--- config.mk ---
export PLATFORM = sky130hd
export DESIGN_NAME = ips_sequencer
export DESIGN_NICKNAME = d
export VERILOG_FILES = /design/src/rtl/ips_pkg.sv /design/src/rtl/ips_map_decoder.sv /design/src/rtl/ips_sequencer.sv
export VERILOG_INCLUDE_DIRS = /design/src /design/src/rtl
export SDC_FILE = /design/constraint.sdc
export NUM_CORES = 1
export LEC_CHECK = 0
export BUFFER_PORTS_ARGS = -buffer_cell sky130_fd_sc_hd__buf_4
export CAP_MARGIN = 20
export CORE_UTILIZATION = 40
export CTS_CLUSTER_SIZE = 16
export DETAILED_ROUTE_END_ITERATION = 10
export HOLD_SLACK_MARGIN = 0.06
export PLACE_DENSITY_LB_ADDON = 0.08
export SLEW_MARGIN = 20
export SYNTH_ARGS = -nofsm -noshare
export SYNTH_HDL_FRONTEND = slang
export SYNTH_SLANG_ARGS = --single-unit
export TNS_END_PERCENT = 50
--- constraint.sdc ---
create_clock -name sys_clk -period 4.05 [get_ports sys_clk]
set_clock_uncertainty 0.2 [all_clocks]
set_input_delay 0.2025 -clock sys_clk [delete_from_list [all_inputs] [get_ports sys_clk]]
set_output_delay 0.2025 -clock sys_clk [all_outputs]
set_load 0.01 [all_outputs]
--- src/rtl/ips_defs.svh ---
// Timing counts, field positions and reset values of the pipeline sequencer
`ifndef IPS_DEFS_SVH
`define IPS_DEFS_SVH

// ----------------------------------------------------------------
// Clock and microcycle timing
// ----------------------------------------------------------------
`define IPS_CLK_NS 25
`define IPS_UCYCLE_NS 200
`define IPS_UCYCLE_CLKS (`IPS_UCYCLE_NS / `IPS_CLK_NS)
`define IPS_ADDR_LEAD_NS 50
`define IPS_ADDR_LEAD_CLKS (`IPS_ADDR_LEAD_NS / `IPS_CLK_NS)
`define IPS_LAST_PHASE (`IPS_UCYCLE_CLKS - 1)
`define IPS_MAR_LOAD_PHASE (`IPS_UCYCLE_CLKS - `IPS_ADDR_LEAD_CLKS - 1)

// ----------------------------------------------------------------
// Instruction word fields
// ----------------------------------------------------------------
`define IPS_OPC_HI 15
`define IPS_OPC_LO 8
`define IPS_CLASS_HI 15
`define IPS_CLASS_LO 14
`define IPS_IOLEN_HI 10
`define IPS_IOLEN_LO 8
`define IPS_MASK_HI 7
`define IPS_MASK_LO 4
`define IPS_INDEX_HI 3
`define IPS_INDEX_LO 0

// ----------------------------------------------------------------
// Constants and reset values
// ----------------------------------------------------------------
`define IPS_PC_STEP 16'h0002
`define IPS_IRQ_BACKUP 16'h0004
`define IPS_RESET_PC 16'h0000
`define IPS_EXEC_ONE 3'h1
`define IPS_EXEC_TWO 3'h2

`endif

--- src/rtl/ips_pkg.sv ---
// Types shared by the pipeline sequencer and its mapping decoder
`default_nettype none

package ips_pkg;

	// ----------------------------------------------------------------
	// Microcycle steps of the sequencer
	// ----------------------------------------------------------------
	typedef enum logic [2:0] {
		ST_FIA = 3'b000,
		ST_FILL = 3'b001,
		ST_DECODE = 3'b010,
		ST_EXEC = 3'b011,
		ST_OPADDR = 3'b100,
		ST_OPFETCH = 3'b101,
		ST_BR1 = 3'b110,
		ST_BR2 = 3'b111
	} ips_step_e;

	// Instruction classes from the opcode top bits
	typedef enum logic [1:0] {
		FMT_RR = 2'b00,
		FMT_RX = 2'b01,
		FMT_BRANCH = 2'b10,
		FMT_IO = 2'b11
	} ips_fmt_e;

	// What a memory read brings back
	typedef enum logic [1:0] {
		RD_NONE = 2'b00,
		RD_ISTREAM = 2'b01,
		RD_OPERAND = 2'b10
	} ips_rd_e;

	// Address holding register and read strobe toward memory
	typedef struct packed {
		logic read;
		logic [15:0] addr;
	} ips_mem_req_s;

	// Mapping decoder result
	typedef struct packed {
		logic [7:0] start;
		ips_fmt_e fmt;
		logic [2:0] exec_len;
		logic [3:0] mask;
		logic [3:0] index;
	} ips_dec_s;

endpackage

`default_nettype wire

--- src/rtl/ips_map_decoder.sv ---
// Mapping decoder: opcode to microprogram start address and class
`default_nettype none
`include "ips_defs.svh"

module ips_map_decoder import ips_pkg::*; (
	// Control
	input wire logic enable,
	// Instruction word from the decode data latch, or the arriving read word while the latch is empty
	input wire logic [15:0] word,
	// Decoded result, all zero while disabled
	output var ips_dec_s dec
);

	// ----------------------------------------------------------------
	// Combinational mapping
	// ----------------------------------------------------------------
	// Output held at zero unless enabled, so nothing downstream can act early
	always_comb begin
		dec = '0;
		if (enable) begin
			dec.fmt = ips_fmt_e'(word[`IPS_CLASS_HI:`IPS_CLASS_LO]);
			// Opcode rotated left by two gives the start address
			dec.start = {word[`IPS_OPC_HI-2:`IPS_OPC_LO], word[`IPS_CLASS_HI:`IPS_CLASS_LO]};
			dec.exec_len = `IPS_EXEC_ONE;
			// I/O class carries its own execute length, zero meaning one
			if (dec.fmt == FMT_IO && word[`IPS_IOLEN_HI:`IPS_IOLEN_LO] != 3'h0) begin
				dec.exec_len = word[`IPS_IOLEN_HI:`IPS_IOLEN_LO];
			end
			dec.mask = word[`IPS_MASK_HI:`IPS_MASK_LO];
			dec.index = word[`IPS_INDEX_HI:`IPS_INDEX_LO];
		end
	end

endmodule

`default_nettype wire

--- src/rtl/ips_sequencer.sv ---
// Instruction pipeline sequencer: overlapped fetch, decode and execute steps
//
// Notes on behaviour
// RULE_01 - Memory returns read data within one microcycle.
// RULE_02 - Decoder maps 8-bit opcode to 8-bit start.
// RULE_03 - RR: address, fetch, decode, execute.
// RULE_04 - RX adds displacement, operand address, operand fetch.
// RULE_05 - Always a second read after instruction fetch.
// RULE_06 - RX decode makes second word the displacement.
// RULE_07 - Operand address is index register plus displacement.
// RULE_08 - Operand address loaded 50ns before cycle end.
// RULE_09 - Operand read returns at next cycle start.
// RULE_10 - Execute lasts one to seven microcycles.
// RULE_11 - Decoder enabled only in final execute cycle. The code also enables it in the idle ST_DECODE step.
// RULE_12 - Full pipeline: execute, decode, fetch, address together.
// RULE_13 - RR instructions complete one per microcycle.
// RULE_14 - RX instructions start executing every three cycles.
// RULE_15 - No decode before last execute cycle.
// RULE_16 - Multi-cycle execute stalls the pipeline.
// RULE_17 - Taken branch discards prefetched instructions.
// RULE_18 - Branch: 4-bit mask, target index plus displacement.
// RULE_19 - Branch cycle one loads target, fetches sequential.
// RULE_20 - Branch cycle two loads next+2 or target+2.
// RULE_21 - Branch cycle three decodes the next instruction.
// RULE_22 - Address step adds two to program counter.
// RULE_23 - Address register drives bus 50ns early.
// RULE_24 - Microcycle is 200ns, steps on its start.
// RULE_25 - Interrupt flushes, saves program counter minus four.
// RULE_26 - After reset, begin with instruction address step.
`default_nettype none
`include "ips_defs.svh"

module ips_sequencer import ips_pkg::*; (
	// Clock and reset
	input wire logic sys_clk,
	input wire logic reset_n,
	// Memory read data
	input wire logic [15:0] mem_rdata,
	// Datapath: index register contents, condition flags
	input wire logic [15:0] index_data,
	input wire logic [3:0] cond_flags,
	// Interrupt request and service entry address
	input wire logic irq_req,
	input wire logic [15:0] irq_vector,
	// Memory request: address holding register and read strobe
	output var ips_mem_req_s mem_req,
	// Sequencer status toward the microprogram
	output var ips_step_e step,
	output logic exec_active,
	output logic exec_last,
	output logic [7:0] micro_addr,
	output logic micro_valid,
	output logic [3:0] index_sel,
	output logic [15:0] alu_data_latch,
	output logic pipe_flush,
	// Interrupt entry
	output logic irq_ack,
	output logic [15:0] psw_pc
);

	// ----------------------------------------------------------------
	// Microcycle phase counter
	// ----------------------------------------------------------------
	logic [2:0] phase;
	logic [2:0] next_phase;
	logic tick;
	logic mar_load;

	// Tick ends each 200ns microcycle; all step state moves on it
	always_comb begin
		tick = (phase == 3'(`IPS_LAST_PHASE)); // see RULE_24
		mar_load = (phase == 3'(`IPS_MAR_LOAD_PHASE)); // see RULE_23
		next_phase = tick ? 3'h0 : phase + 3'h1;
	end

	always_ff @(posedge sys_clk or negedge reset_n) begin
		if (!reset_n) begin
			phase <= 3'h0;
		end else begin
			phase <= next_phase;
		end
	end

	// ----------------------------------------------------------------
	// Pipeline state
	// ----------------------------------------------------------------
	logic [15:0] program_counter, next_pc;
	logic [2:0] exec_left, next_exec_left;
	logic [15:0] decode_data_latch, next_lat;
	logic lat_valid, next_lat_valid;
	logic [15:0] arr_word, next_arr_word;
	ips_rd_e arr_kind, next_arr_kind;
	ips_rd_e inflight, next_inflight;
	ips_rd_e issued, next_issued;
	logic [15:0] target_k, next_kaddr;
	logic [3:0] cur_mask, next_cur_mask;
	logic [2:0] cur_len, next_cur_len;
	ips_step_e next_step;
	logic next_exec_active, next_exec_last, next_micro_valid, next_flush, next_irq_ack;
	logic [7:0] next_micro_addr;
	logic [3:0] next_index_sel;
	logic [15:0] next_alu, next_psw_pc;
	ips_mem_req_s next_mem_req;
	// Per-cycle decisions
	logic [15:0] cur_word, opaddr, mar_val;
	logic cur_ok, do_decode, dec_take, taken, mar_en, arrival_used, drop_inflight;
	ips_rd_e iss_kind;
	ips_dec_s dec;

	// Decoder sees the latch if it holds a word, else the arriving one
	assign cur_word = lat_valid ? decode_data_latch : arr_word; // see RULE_02

	ips_map_decoder u_map (
		.enable(dec_take),
		.word(cur_word),
		.dec(dec)
	);

	// Next values for one microcycle, taken at the tick; memory request and issue kind at the load phase
	always_comb begin
		cur_ok = lat_valid || (arr_kind == RD_ISTREAM);
		// Decode point: idle decode slot or final execute cycle only
		do_decode = (step == ST_DECODE) || (step == ST_EXEC && exec_left == `IPS_EXEC_ONE); // see RULE_11
		dec_take = do_decode && cur_ok && !irq_req; // see RULE_15
		taken = |(cur_mask & cond_flags); // see RULE_18
		opaddr = index_data + arr_word; // see RULE_07
		next_step = step;
		next_pc = program_counter;
		next_exec_left = exec_left;
		next_lat = decode_data_latch;
		next_lat_valid = lat_valid;
		next_kaddr = target_k;
		next_cur_mask = cur_mask;
		next_cur_len = cur_len;
		next_alu = alu_data_latch;
		next_micro_addr = micro_addr;
		next_micro_valid = 1'b0;
		next_index_sel = index_sel;
		next_flush = 1'b0;
		next_irq_ack = 1'b0;
		next_psw_pc = psw_pc;
		mar_en = 1'b0;
		mar_val = mem_req.addr;
		iss_kind = RD_NONE;
		arrival_used = 1'b0;
		drop_inflight = 1'b0;
		case (step)
			ST_FIA, ST_FILL: begin
				// Address step, then fill fetch with its second read
				next_pc = program_counter + `IPS_PC_STEP; // see RULE_22
				mar_en = 1'b1;
				mar_val = program_counter + `IPS_PC_STEP;
				iss_kind = RD_ISTREAM; // see RULE_05
				next_step = (step == ST_FIA) ? ST_FILL : ST_DECODE; // see RULE_26
			end
			ST_OPADDR: begin
				// Arriving word is the displacement, not an instruction
				arrival_used = 1'b1; // see RULE_06
				next_alu = arr_word;
				mar_en = 1'b1;
				mar_val = opaddr; // see RULE_08
				iss_kind = RD_OPERAND; // see RULE_09
				next_step = ST_OPFETCH;
			end
			ST_OPFETCH: begin
				// Next instruction read only if execute ends at once
				if (cur_len == `IPS_EXEC_ONE) begin
					next_pc = program_counter + `IPS_PC_STEP;
					mar_en = 1'b1;
					mar_val = program_counter + `IPS_PC_STEP;
					iss_kind = RD_ISTREAM;
				end
				next_step = ST_EXEC; // see RULE_04
				next_exec_left = cur_len;
			end
			ST_BR1: begin
				// Target into the address register; sequential word still comes
				arrival_used = 1'b1;
				next_alu = arr_word;
				next_kaddr = opaddr;
				mar_en = 1'b1;
				mar_val = opaddr; // see RULE_19
				iss_kind = RD_ISTREAM;
				next_step = ST_BR2;
			end
			ST_BR2: begin
				mar_en = 1'b1;
				iss_kind = RD_ISTREAM;
				next_step = ST_DECODE; // see RULE_21
				if (taken) begin
					// Sequential word and its address are thrown away
					arrival_used = 1'b1; // see RULE_17
					next_lat_valid = 1'b0;
					next_flush = 1'b1;
					next_pc = target_k + `IPS_PC_STEP; // see RULE_20
					mar_val = target_k + `IPS_PC_STEP;
				end else begin
					// Target read in flight is useless, cancel it
					drop_inflight = 1'b1;
					next_pc = program_counter + `IPS_PC_STEP; // see RULE_20
					mar_val = program_counter + `IPS_PC_STEP;
				end
			end
			ST_EXEC: begin
				// Long execute stalls; refill read starts one cycle before the end
				if (exec_left > `IPS_EXEC_ONE) begin
					next_exec_left = exec_left - 3'h1; // see RULE_10
				end
				if (exec_left == `IPS_EXEC_TWO) begin
					next_pc = program_counter + `IPS_PC_STEP; // see RULE_16
					mar_en = 1'b1;
					mar_val = program_counter + `IPS_PC_STEP;
					iss_kind = RD_ISTREAM;
				end
			end
			default: begin
				next_step = step;
			end
		endcase
		if (do_decode) begin
			if (irq_req) begin
				// Interrupt blocks decode and flushes two pending steps
				next_psw_pc = program_counter - `IPS_IRQ_BACKUP; // see RULE_25
				next_irq_ack = 1'b1;
				next_flush = 1'b1;
				next_pc = irq_vector - `IPS_PC_STEP;
				next_lat_valid = 1'b0;
				arrival_used = 1'b1;
				drop_inflight = 1'b1;
				next_step = ST_FIA;
			end else if (dec_take) begin
				// Execute current, decode next, fetch and address beyond
				arrival_used = !lat_valid;
				next_lat_valid = 1'b0;
				next_micro_addr = dec.start;
				next_micro_valid = 1'b1;
				next_index_sel = dec.index;
				next_cur_mask = dec.mask;
				next_cur_len = dec.exec_len;
				if (dec.fmt == FMT_RX) begin
					next_step = ST_OPADDR; // see RULE_04
				end else if (dec.fmt == FMT_BRANCH) begin
					next_step = ST_BR1;
				end else begin
					next_step = ST_EXEC; // see RULE_03
					next_exec_left = dec.exec_len;
				end
				// Stall holds the address register until refill
				if (dec.fmt == FMT_RX || dec.fmt == FMT_BRANCH
					|| dec.exec_len == `IPS_EXEC_ONE) begin
					next_pc = program_counter + `IPS_PC_STEP; // see RULE_12
					mar_en = 1'b1;
					mar_val = program_counter + `IPS_PC_STEP;
					iss_kind = RD_ISTREAM; // see RULE_13
				end
			end else begin
				// No word ready: leave a bubble rather than re-execute
				next_step = ST_DECODE;
			end
		end
		// Unclaimed instruction words wait in the decode data latch
		if (arr_kind == RD_ISTREAM && !arrival_used) begin
			next_lat = arr_word;
			next_lat_valid = 1'b1;
		end
		if (arr_kind == RD_OPERAND) begin
			next_alu = arr_word; // see RULE_09
		end
		next_exec_active = (next_step == ST_EXEC);
		next_exec_last = (next_step == ST_EXEC) && (next_exec_left == `IPS_EXEC_ONE);
		next_arr_word = mem_rdata;
		next_arr_kind = drop_inflight ? RD_NONE : inflight;
		next_inflight = issued;
		next_issued = iss_kind;
		next_mem_req.read = (iss_kind != RD_NONE);
		next_mem_req.addr = mar_en ? mar_val : mem_req.addr;
	end

	// Step state moves only at the microcycle tick
	always_ff @(posedge sys_clk or negedge reset_n) begin
		if (!reset_n) begin
			step <= ST_FIA;
			program_counter <= `IPS_RESET_PC;
			exec_left <= `IPS_EXEC_ONE;
			decode_data_latch <= 16'h0000;
			lat_valid <= 1'b0;
			arr_word <= 16'h0000;
			arr_kind <= RD_NONE;
			inflight <= RD_NONE;
			target_k <= 16'h0000;
			cur_mask <= 4'h0;
			cur_len <= `IPS_EXEC_ONE;
			alu_data_latch <= 16'h0000;
			micro_addr <= 8'h00;
			micro_valid <= 1'b0;
			index_sel <= 4'h0;
			exec_active <= 1'b0;
			exec_last <= 1'b0;
			pipe_flush <= 1'b0;
			irq_ack <= 1'b0;
			psw_pc <= 16'h0000;
		end else if (tick) begin
			step <= next_step;
			program_counter <= next_pc;
			exec_left <= next_exec_left;
			decode_data_latch <= next_lat;
			lat_valid <= next_lat_valid;
			arr_word <= next_arr_word;
			arr_kind <= next_arr_kind;
			inflight <= next_inflight;
			target_k <= next_kaddr;
			cur_mask <= next_cur_mask;
			cur_len <= next_cur_len;
			alu_data_latch <= next_alu;
			micro_addr <= next_micro_addr;
			micro_valid <= next_micro_valid;
			index_sel <= next_index_sel;
			exec_active <= next_exec_active;
			exec_last <= next_exec_last;
			pipe_flush <= next_flush;
			irq_ack <= next_irq_ack;
			psw_pc <= next_psw_pc;
		end
	end

	// ----------------------------------------------------------------
	// Address holding register
	// ----------------------------------------------------------------
	// Loaded two clocks before the cycle ends so the bus settles early
	always_ff @(posedge sys_clk or negedge reset_n) begin
		if (!reset_n) begin
			mem_req <= '0;
			issued <= RD_NONE;
		end else if (mar_load) begin
			mem_req <= next_mem_req; // see RULE_23
			issued <= next_issued;
		end
	end
endmodule

`default_nettype wire

==> flow_summary.json, run 1 <==
{
  "status": "finished clean",
  "clkTransAtPathRegs_ps": 80,
  "drtAntennaViolNets": 0,
  "drc": 0,
  "globalRoute.totalOverflow": 0,
  "avgSynthCellArea_um2": 9.08,
  "number_of_h_tree_branching_levels": 4,
  "viasPerCell": 5.72,
  "max_cap_check_violation_count": 0,
  "rsz_0062_raised_after_global_routing": "false",
  "logic_depth_of_the_worst_path_buffers_included": 11,
  "critPathTopFamily": "compound AO/OA/AOI/OAI gates",
  "synth_cells": 1065,
  "finalSetupViolations": 0,
  "yosys-top-cells-count": "151 x sky130_fd_sc_hd__dfrtp_1, 131 x sky130_fd_sc_hd__nand2_1, 103 x sky130_fd_sc_hd__o21ai_0, 83 x sky130_fd_sc_hd__nor2_1, 62 x sky130_fd_sc_hd__mux2_2",
  "antenna_cells": 0,
  "critPathKind": "reg2reg",
  "dr.first_iter.drc_count": 843,
  "source_of_the_worst_register_to_register_timing_path": "exec_left[0]$_DFFE_PN1P_",
  "placed_cells": 1475,
  "buffer_and_inverter_count_on_the_worst_path": 0,
  "netSwitchingFraction_pct": 39.4,
  "cp_max_fo": 17,
  "reg2reg_setup_slack_ps": 420,
  "die-width_um": 158,
  "synth_top_area_share_pct": 39.1,
  "maxSlewViolCount": 0,
  "synth.area.top_cells": "sky130_fd_sc_hd__dfrtp_1 39%, sky130_fd_sc_hd__mux2_2 7.2%, sky130_fd_sc_hd__o21ai_0 5.3%",
  "fin_crit_sh_pct": 89.7,
  "initial_utilization_pct": 41.0,
  "worstPathRequired_ps": 4170,
  "clkPwrFrac_pct": 29.6,
  "cts.root.buffer_cell": "sky130_fd_sc_hd__clkbuf_16",
  "cts_tree": "done",
  "cts-buffers-inserted": 17,
  "fin_crit_ps": 3630,
  "route.vias.total": 8792,
  "synth_top_area_cell": "sky130_fd_sc_hd__dfrtp_1",
  "finalCoreUtilization_pct": 50.5,
  "track_usage_pct": 26.2,
  "synth_flop_cell": "sky130_fd_sc_hd__dfrtp_1",
  "reg2regPathDepth": 11,
  "internal-power_w": 0.00344,
  "worst_hold_path_type": "in2reg",
  "p_per_area_mw_per_mm2": 477,
  "vias_in_the_first_global_route": 8400,
  "reg2reg_to": "mem_req[14]$_DFFE_PN0P_",
  "dr_pass1_iterations": 5,
  "critical-path-top-cell-by-count": "sky130_fd_sc_hd__ha_1",
  "fmaxAchievable_mhz": 275,
  "routed_wirelength_mm": 31.5,
  "arrival_ps": 3750,
  "static-leakage-power_nw": 5.14,
  "placementRows": 56,
  "die_span_in_y_um": 158,
  "final_net_count": 1289,
  "slew-limit-headroom_pct": 43.5,
  "fraction_of_final_layout_cells_sized_beyond_drive_strength_1_pct": 22.8,
  "post_drt_wl_per_cell_um": 20.5,
  "maximum_number_of_pins_on_one_net_before_global_route_repair": 81,
  "placement.io_buffers": 123,
  "p_switching_w": 0.00224,
  "clock_path_buffers": 2,
  "critical_path.cell_chain": "ha_1 > nand2b_1 > a211oi_1 > o21ai_0 > nor2_1 > ha_1 > a2111o_1 > o21ai_4 > nand2_1 > nor4_1 > a21oi_1",
  "core-area_mm2": 0.0236,
  "fillCellCount": 2232,
  "detailed_placement_wirelength_estimate_mm": 22.7,
  "gp_congestion": 0.916,
  "finalHoldViolations": 0,
  "postCtsSetupRepairBufs": 0,
  "cts_resized": 0,
  "synth_enable_flop_cells": 0,
  "yosysSeqAreaShare_pct": 39.6,
  "fin_ws_ps": 417,
  "endpoint": "mem_req[14]$_DFFE_PN0P_",
  "dieArea_mm2": 0.0248,
  "combinationalPowerShare_pct": 32.9,
  "startpoint_type": "flop",
  "grt_first_pass_wirelength_mm": 48.7,
  "antenna_found_initial": 0,
  "flip_flop_and_latch_count_after_synthesis": 153,
  "mappedNetlistNets": 1149,
  "worstSetupStartpoint": "exec_left[0]$_DFFE_PN1P_",
  "setup-tns-final_ps": 0,
  "synth.yosys.warnings": 0,
  "worstSkewPairLatency_ps": 440,
  "asyncSetResetFlopFracSynth_pct": 100,
  "placement.setup.worst_slack_ps": 283,
  "synthMostInstantiatedCell": "sky130_fd_sc_hd__dfrtp_1",
  "worst_tran_pin_value_ps": 848,
  "critPathMaxStageDelay_ps": 560,
  "syn-cell-area_mm2": 0.00967,
  "timing.critical_path.slowest_stage_cell": "sky130_fd_sc_hd__dfstp_2",
  "cts.sinks": 153,
  "power.share.sequential_pct": 37.5,
  "ioPinCount": 124,
  "power.ir.vdd_worst_mv": 0.276,
  "stdcell_count": 1537,
  "end_kind": "flop",
  "area_delta_synth_final_pct": 23.2,
  "netlist-cell-type-count": 82
}
-- final cells by class --
| type | instances | area (µm²) | area share, % |
|---|---|---|---|
| Clock buffer | 17 | 425 | 3.57 |
| Clock inverter | 15 | 206 | 1.73 |
| Inverter | 23 | 86.3 | 0.724 |
| Multi-Input combinational cell | 822 | 5470 | 45.9 |
| Sequential cell | 153 | 3830 | 32.1 |
| Tap cell | 319 | 399 | 3.35 |
| Timing Repair Buffer | 188 | 1500 | 12.6 |
-- per-stage QoR --
| stage | cell area (µm²) | total power (W) | hold slack, ps |
|---|---|---|---|
| finish | 11900 | 0.00568 | 78.4 |
| floorplan | 9670 | 0.00322 | -293 |
| global placement | 11000 | 0.00397 | 130 |
| CTS | 11900 | 0.00569 | 67.7 |
| global route | 11900 | 0.00599 | 105 |
| detailed placement | 11000 | 0.00397 | 125 |
-- layer usage --
layer	global-route usage (%)	part of all wire (%)	vias to the layer above
met1	36.8	46	4208
met2	40.5	45	356
met5	0	0	-
met4	9.06	2.6	0
met3	4.21	6.5	54
li1	-	-	4174
-- state kept, by name, indices dropped and copies added (netlist names), 3 cells and up --
register,count
alu_data_latch,16
arr_word,16
cur_len,3
cur_mask,4
decode_data_latch,16
exec_left,3
index_sel,4
mem_req,17
micro_addr,8
phase,3
program_counter,16
psw_pc,16
step,3
target_k,16
-- how the worst min path moves through the flow --
stage / start / endpoint / slack (ps) / cells after the start
CTS: irq_vector[15] / program_counter[15]$_DFFE_PN0P_ / 70 / 5
finish: irq_vector[6] / program_counter[6]$_DFFE_PN0P_ / 80 / 5
global route: index_data[1] / target_k[1]$_DFFE_PN0P_ / 110 / 3
global placement: reset_n / psw_pc[5]$_DFFE_PN0P_ / 130 / 1
detailed placement: reset_n / psw_pc[5]$_DFFE_PN0P_ / 130 / 1
floorplan: reset_n / alu_data_latch[0]$_DFFE_PN0P_ / -290 / 0
-- placed cells by master, fill, tap and decap left out, drive strengths merged, types with 29 or more instances in the layout --
cell type	Yosys	routed
buf	30	159
nand2	131	131
dlygate4sd3	0	29
a21oi	47	47
nor2	84	84
xnor2	38	38
o21ai	105	106
inv	22	29
xor2	35	35
dfrtp	151	151
mux2	62	62
-- power by group through the flow --
stage / clock network [W] / registers (W) / logic [W]
2_1_floorplan: 0 / 0.00200 / 0.00122
3_3_place_gp: 0 / 0.00215 / 0.00182
3_5_place_dp: 0 / 0.00215 / 0.00182
4_1_cts: 0.00171 / 0.00212 / 0.00185
5_1_grt: 0.00177 / 0.00217 / 0.00205
6_report: 0.00168 / 0.00213 / 0.00187
-- cell families after synthesis --
logic type / synth area share [%]
AO/OA/AOI/OAI: 20.2
XOR/XNOR: 6.61
adder cells (fa/ha/maj): 3.83
buffers and inverters: 4.01
flip-flops: 39.6
multiplexers: 9.39
AND/OR/NAND/NOR: 16.4
-- worst min-delay path: cells and delay by family --
| family | cells | cell delay [ps] |
|---|---|---|
| compound gates | 3 | 200 |
| buf+inv | 1 | 90 |
| xor+xnor | 1 | 170 |
-- what timing repair did --
item                                    CTS  global route
hold buffers                             29             0
endpoints found under the hold margin   104             0
endpoints found under the setup margin    0             2
No activity file was read; power rests on OpenSTA's default activity.
==> inputs of run 2 (changes only) <==
--- a/config.mk
+++ b/config.mk
@@ -8,10 +8,12 @@
 export LEC_CHECK = 0
 export BUFFER_PORTS_ARGS = -buffer_cell sky130_fd_sc_hd__buf_4
 export CAP_MARGIN = 20
+export CORE_MARGIN = 5
 export CORE_UTILIZATION = 40
 export CTS_CLUSTER_SIZE = 16
 export DETAILED_ROUTE_END_ITERATION = 10
 export HOLD_SLACK_MARGIN = 0.06
+export MAX_ROUTING_LAYER = met4
 export PLACE_DENSITY_LB_ADDON = 0.08
 export SLEW_MARGIN = 20
 export SYNTH_ARGS = -nofsm -noshare
==> flow_summary.json, run 2 (synthesized netlist as in run 1, its figures left out) <==
{
  "netSwitchingFraction_pct": 38.2,
  "core-area_mm2": 0.0240,
  "reg2regPathDepth": 11,
  "worst_tran_pin_value_ps": 1020,
  "slew-limit-headroom_pct": 31.9,
  "clkPwrFrac_pct": 29.4,
  "cts.sinks": 153,
  "power.ir.vdd_worst_mv": 0.217,
  "dr.first_iter.drc_count": 608,
  "worst_hold_path.num_cells": 5,
  "maxSlewViolCount": 0,
  "holdPathEnd": "program_counter[15]$_DFFE_PN0P_",
  "reg2reg_setup_slack_ps": 370,
  "drc": 0,
  "fin_total_pwr_w": 0.00566,
  "clock_path_buffers": 2,
  "initial_utilization_pct": 40.3,
  "combinationalPowerShare_pct": 32.9,
  "die_span_in_y_um": 166,
  "antenna_found_initial": 0,
  "end_kind": "flop",
  "whs_ps": 73.4,
  "fmaxAchievable_mhz": 272,
  "placement.io_buffers": 123,
  "maximum_number_of_pins_on_one_net_before_global_route_repair": 95,
  "worst_hold_path_type": "in2reg",
  "route.vias.total": 8687,
  "source_of_the_worst_register_to_register_timing_path": "exec_left[0]$_DFFE_PN1P_",
  "viasPerCell": 5.66,
  "startpoint_type": "flop",
  "critPathKind": "reg2reg",
  "final_net_count": 1282,
  "fraction_of_final_layout_cells_sized_beyond_drive_strength_1_pct": 22.3,
  "setup-tns-final_ps": 0,
  "drtAntennaViolNets": 0,
  "globalRoute.totalOverflow": 0,
  "routed_wirelength_mm": 31.9,
  "max_cap_check_violation_count": 0,
  "static-leakage-power_nw": 5.11,
  "reg2reg_to": "mem_req[14]$_DFFE_PN0P_",
  "post_drt_wl_per_cell_um": 20.8,
  "cts-buffers-inserted": 17,
  "cts.root.buffer_cell": "sky130_fd_sc_hd__clkbuf_16",
  "hp-start": "irq_vector[15]",
  "fin_crit_ps": 3680,
  "detailed_placement_wirelength_estimate_mm": 22.9,
  "antenna_cells": 0,
  "fin_crit_sh_pct": 90.9,
  "largest_reg_flops": 17,
  "status": "finished clean",
  "worstSkewPairLatency_ps": 440,
  "vias_in_the_first_global_route": 8250,
  "mostFrequentLayoutCell": "sky130_fd_sc_hd__dfrtp_1",
  "die-width_um": 166,
  "cts_tree": "done",
  "p_per_area_mw_per_mm2": 477,
  "p_switching_w": 0.00216,
  "placementRows": 57,
  "largest-register": "mem_req",
  "finalHoldViolations": 0,
  "cp_max_fo": 17,
  "most-common-layout-cells": "151 x sky130_fd_sc_hd__dfrtp_1, 148 x sky130_fd_sc_hd__buf_4, 131 x sky130_fd_sc_hd__nand2_1, 103 x sky130_fd_sc_hd__o21ai_0, 83 x sky130_fd_sc_hd__nor2_1",
  "worstPathRequired_ps": 4150,
  "area_delta_synth_final_pct": 22.6,
  "power.share.sequential_pct": 37.7,
  "dr_pass1_iterations": 5,
  "clkTransAtPathRegs_ps": 70,
  "finalSetupViolations": 0,
  "postCtsSetupRepairBufs": 0,
  "internal-power_w": 0.00350,
  "ioPinCount": 124,
  "cts_resized": 0,
  "gp_congestion": 0.934,
  "track_usage_pct": 24.1,
  "number_of_h_tree_branching_levels": 4,
  "arrival_ps": 3780,
  "grt_first_pass_wirelength_mm": 49.1,
  "dieArea_mm2": 0.0274,
  "rsz_0062_raised_after_global_routing": "false"
}
-- run 2: power by group through the flow --
| stage | Clock, W | Sequential (W) | Combinational [W] |
|---|---|---|---|
| after floorplan | 0 | 0.00200 | 0.00122 |
| after global placement | 0 | 0.00215 | 0.00182 |
| after detailed placement | 0 | 0.00216 | 0.00182 |
| after CTS | 0.00170 | 0.00213 | 0.00185 |
| after global routing | 0.00177 | 0.00217 | 0.00204 |
| final | 0.00167 | 0.00213 | 0.00186 |
-- run 2: layout make-up --
| class | count | area, µm² |
|---|---|---|
| fillers | 2325 | 12200 |
| flip-flops and latches | 153 | 3830 |
| multi-input cells | 822 | 5470 |
| clock inverters | 13 | 153 |
| clock buffers | 19 | 453 |
| repair buffers | 181 | 1460 |
| inverters | 23 | 86.3 |
| well taps | 324 | 405 |
-- run 2: metal layers --
layer / up-vias / wire, µm / track usage, %
li1: 4139 / - / -
met1: 4203 / 14500 / 32.8
met2: 300 / 15000 / 37.6
met3: 45 / 1700 / 3.57
met4: 0 / 651 / 6.97
met5: - / 0 / -
-- run 2: worst max-delay path by stage --
stage | start | endpoint | slack (ps) | cells past startpoint
2_1_floorplan | exec_left[0]$_DFFE_PN1P_ | mem_req[12]$_DFFE_PN0P_ | 770 | 12
3_3_place_gp | exec_left[0]$_DFFE_PN1P_ | mem_req[14]$_DFFE_PN0P_ | 310 | 11
3_5_place_dp | exec_left[0]$_DFFE_PN1P_ | mem_req[13]$_DFFE_PN0P_ | 240 | 10
4_1_cts | exec_left[0]$_DFFE_PN1P_ | mem_req[14]$_DFFE_PN0P_ | 190 | 11
5_1_grt | exec_left[1]$_DFFE_PN0P_ | mem_req[14]$_DFFE_PN0P_ | 120 | 12
6_report | exec_left[0]$_DFFE_PN1P_ | mem_req[14]$_DFFE_PN0P_ | 370 | 11
-- run 2: through the flow --
step	utilization (%)	std cells	setup slack [ps]	area (µm²)
2_1_floorplan	-	1065	767	9670
3_3_place_gp	45.5	1472	314	10900
3_5_place_dp	45.5	1472	241	10900
4_1_cts	49.3	1534	194	11900
5_1_grt	49.4	1535	116	11900
6_report	49.4	1535	370	11900
-- run 2: critical path: stages, from the launching register on --
cell	delay, ps
sky130_fd_sc_hd__dfstp_2	560
sky130_fd_sc_hd__ha_1	190
sky130_fd_sc_hd__nand2b_1	100
sky130_fd_sc_hd__a211oi_1	370
sky130_fd_sc_hd__o21ai_0	180
sky130_fd_sc_hd__nor2_1	170
sky130_fd_sc_hd__ha_1	320
sky130_fd_sc_hd__a2111o_1	510
sky130_fd_sc_hd__o21ai_4	450
sky130_fd_sc_hd__nand2_1	100
sky130_fd_sc_hd__nor4_1	270
sky130_fd_sc_hd__a21oi_1	110
-- run 2: repair_timing --
item / 4_1_cts / 5_1_grt
hold buffers: 30 / 0
setup endpoints to repair: 0 / 3
hold endpoints to repair: 119 / 0
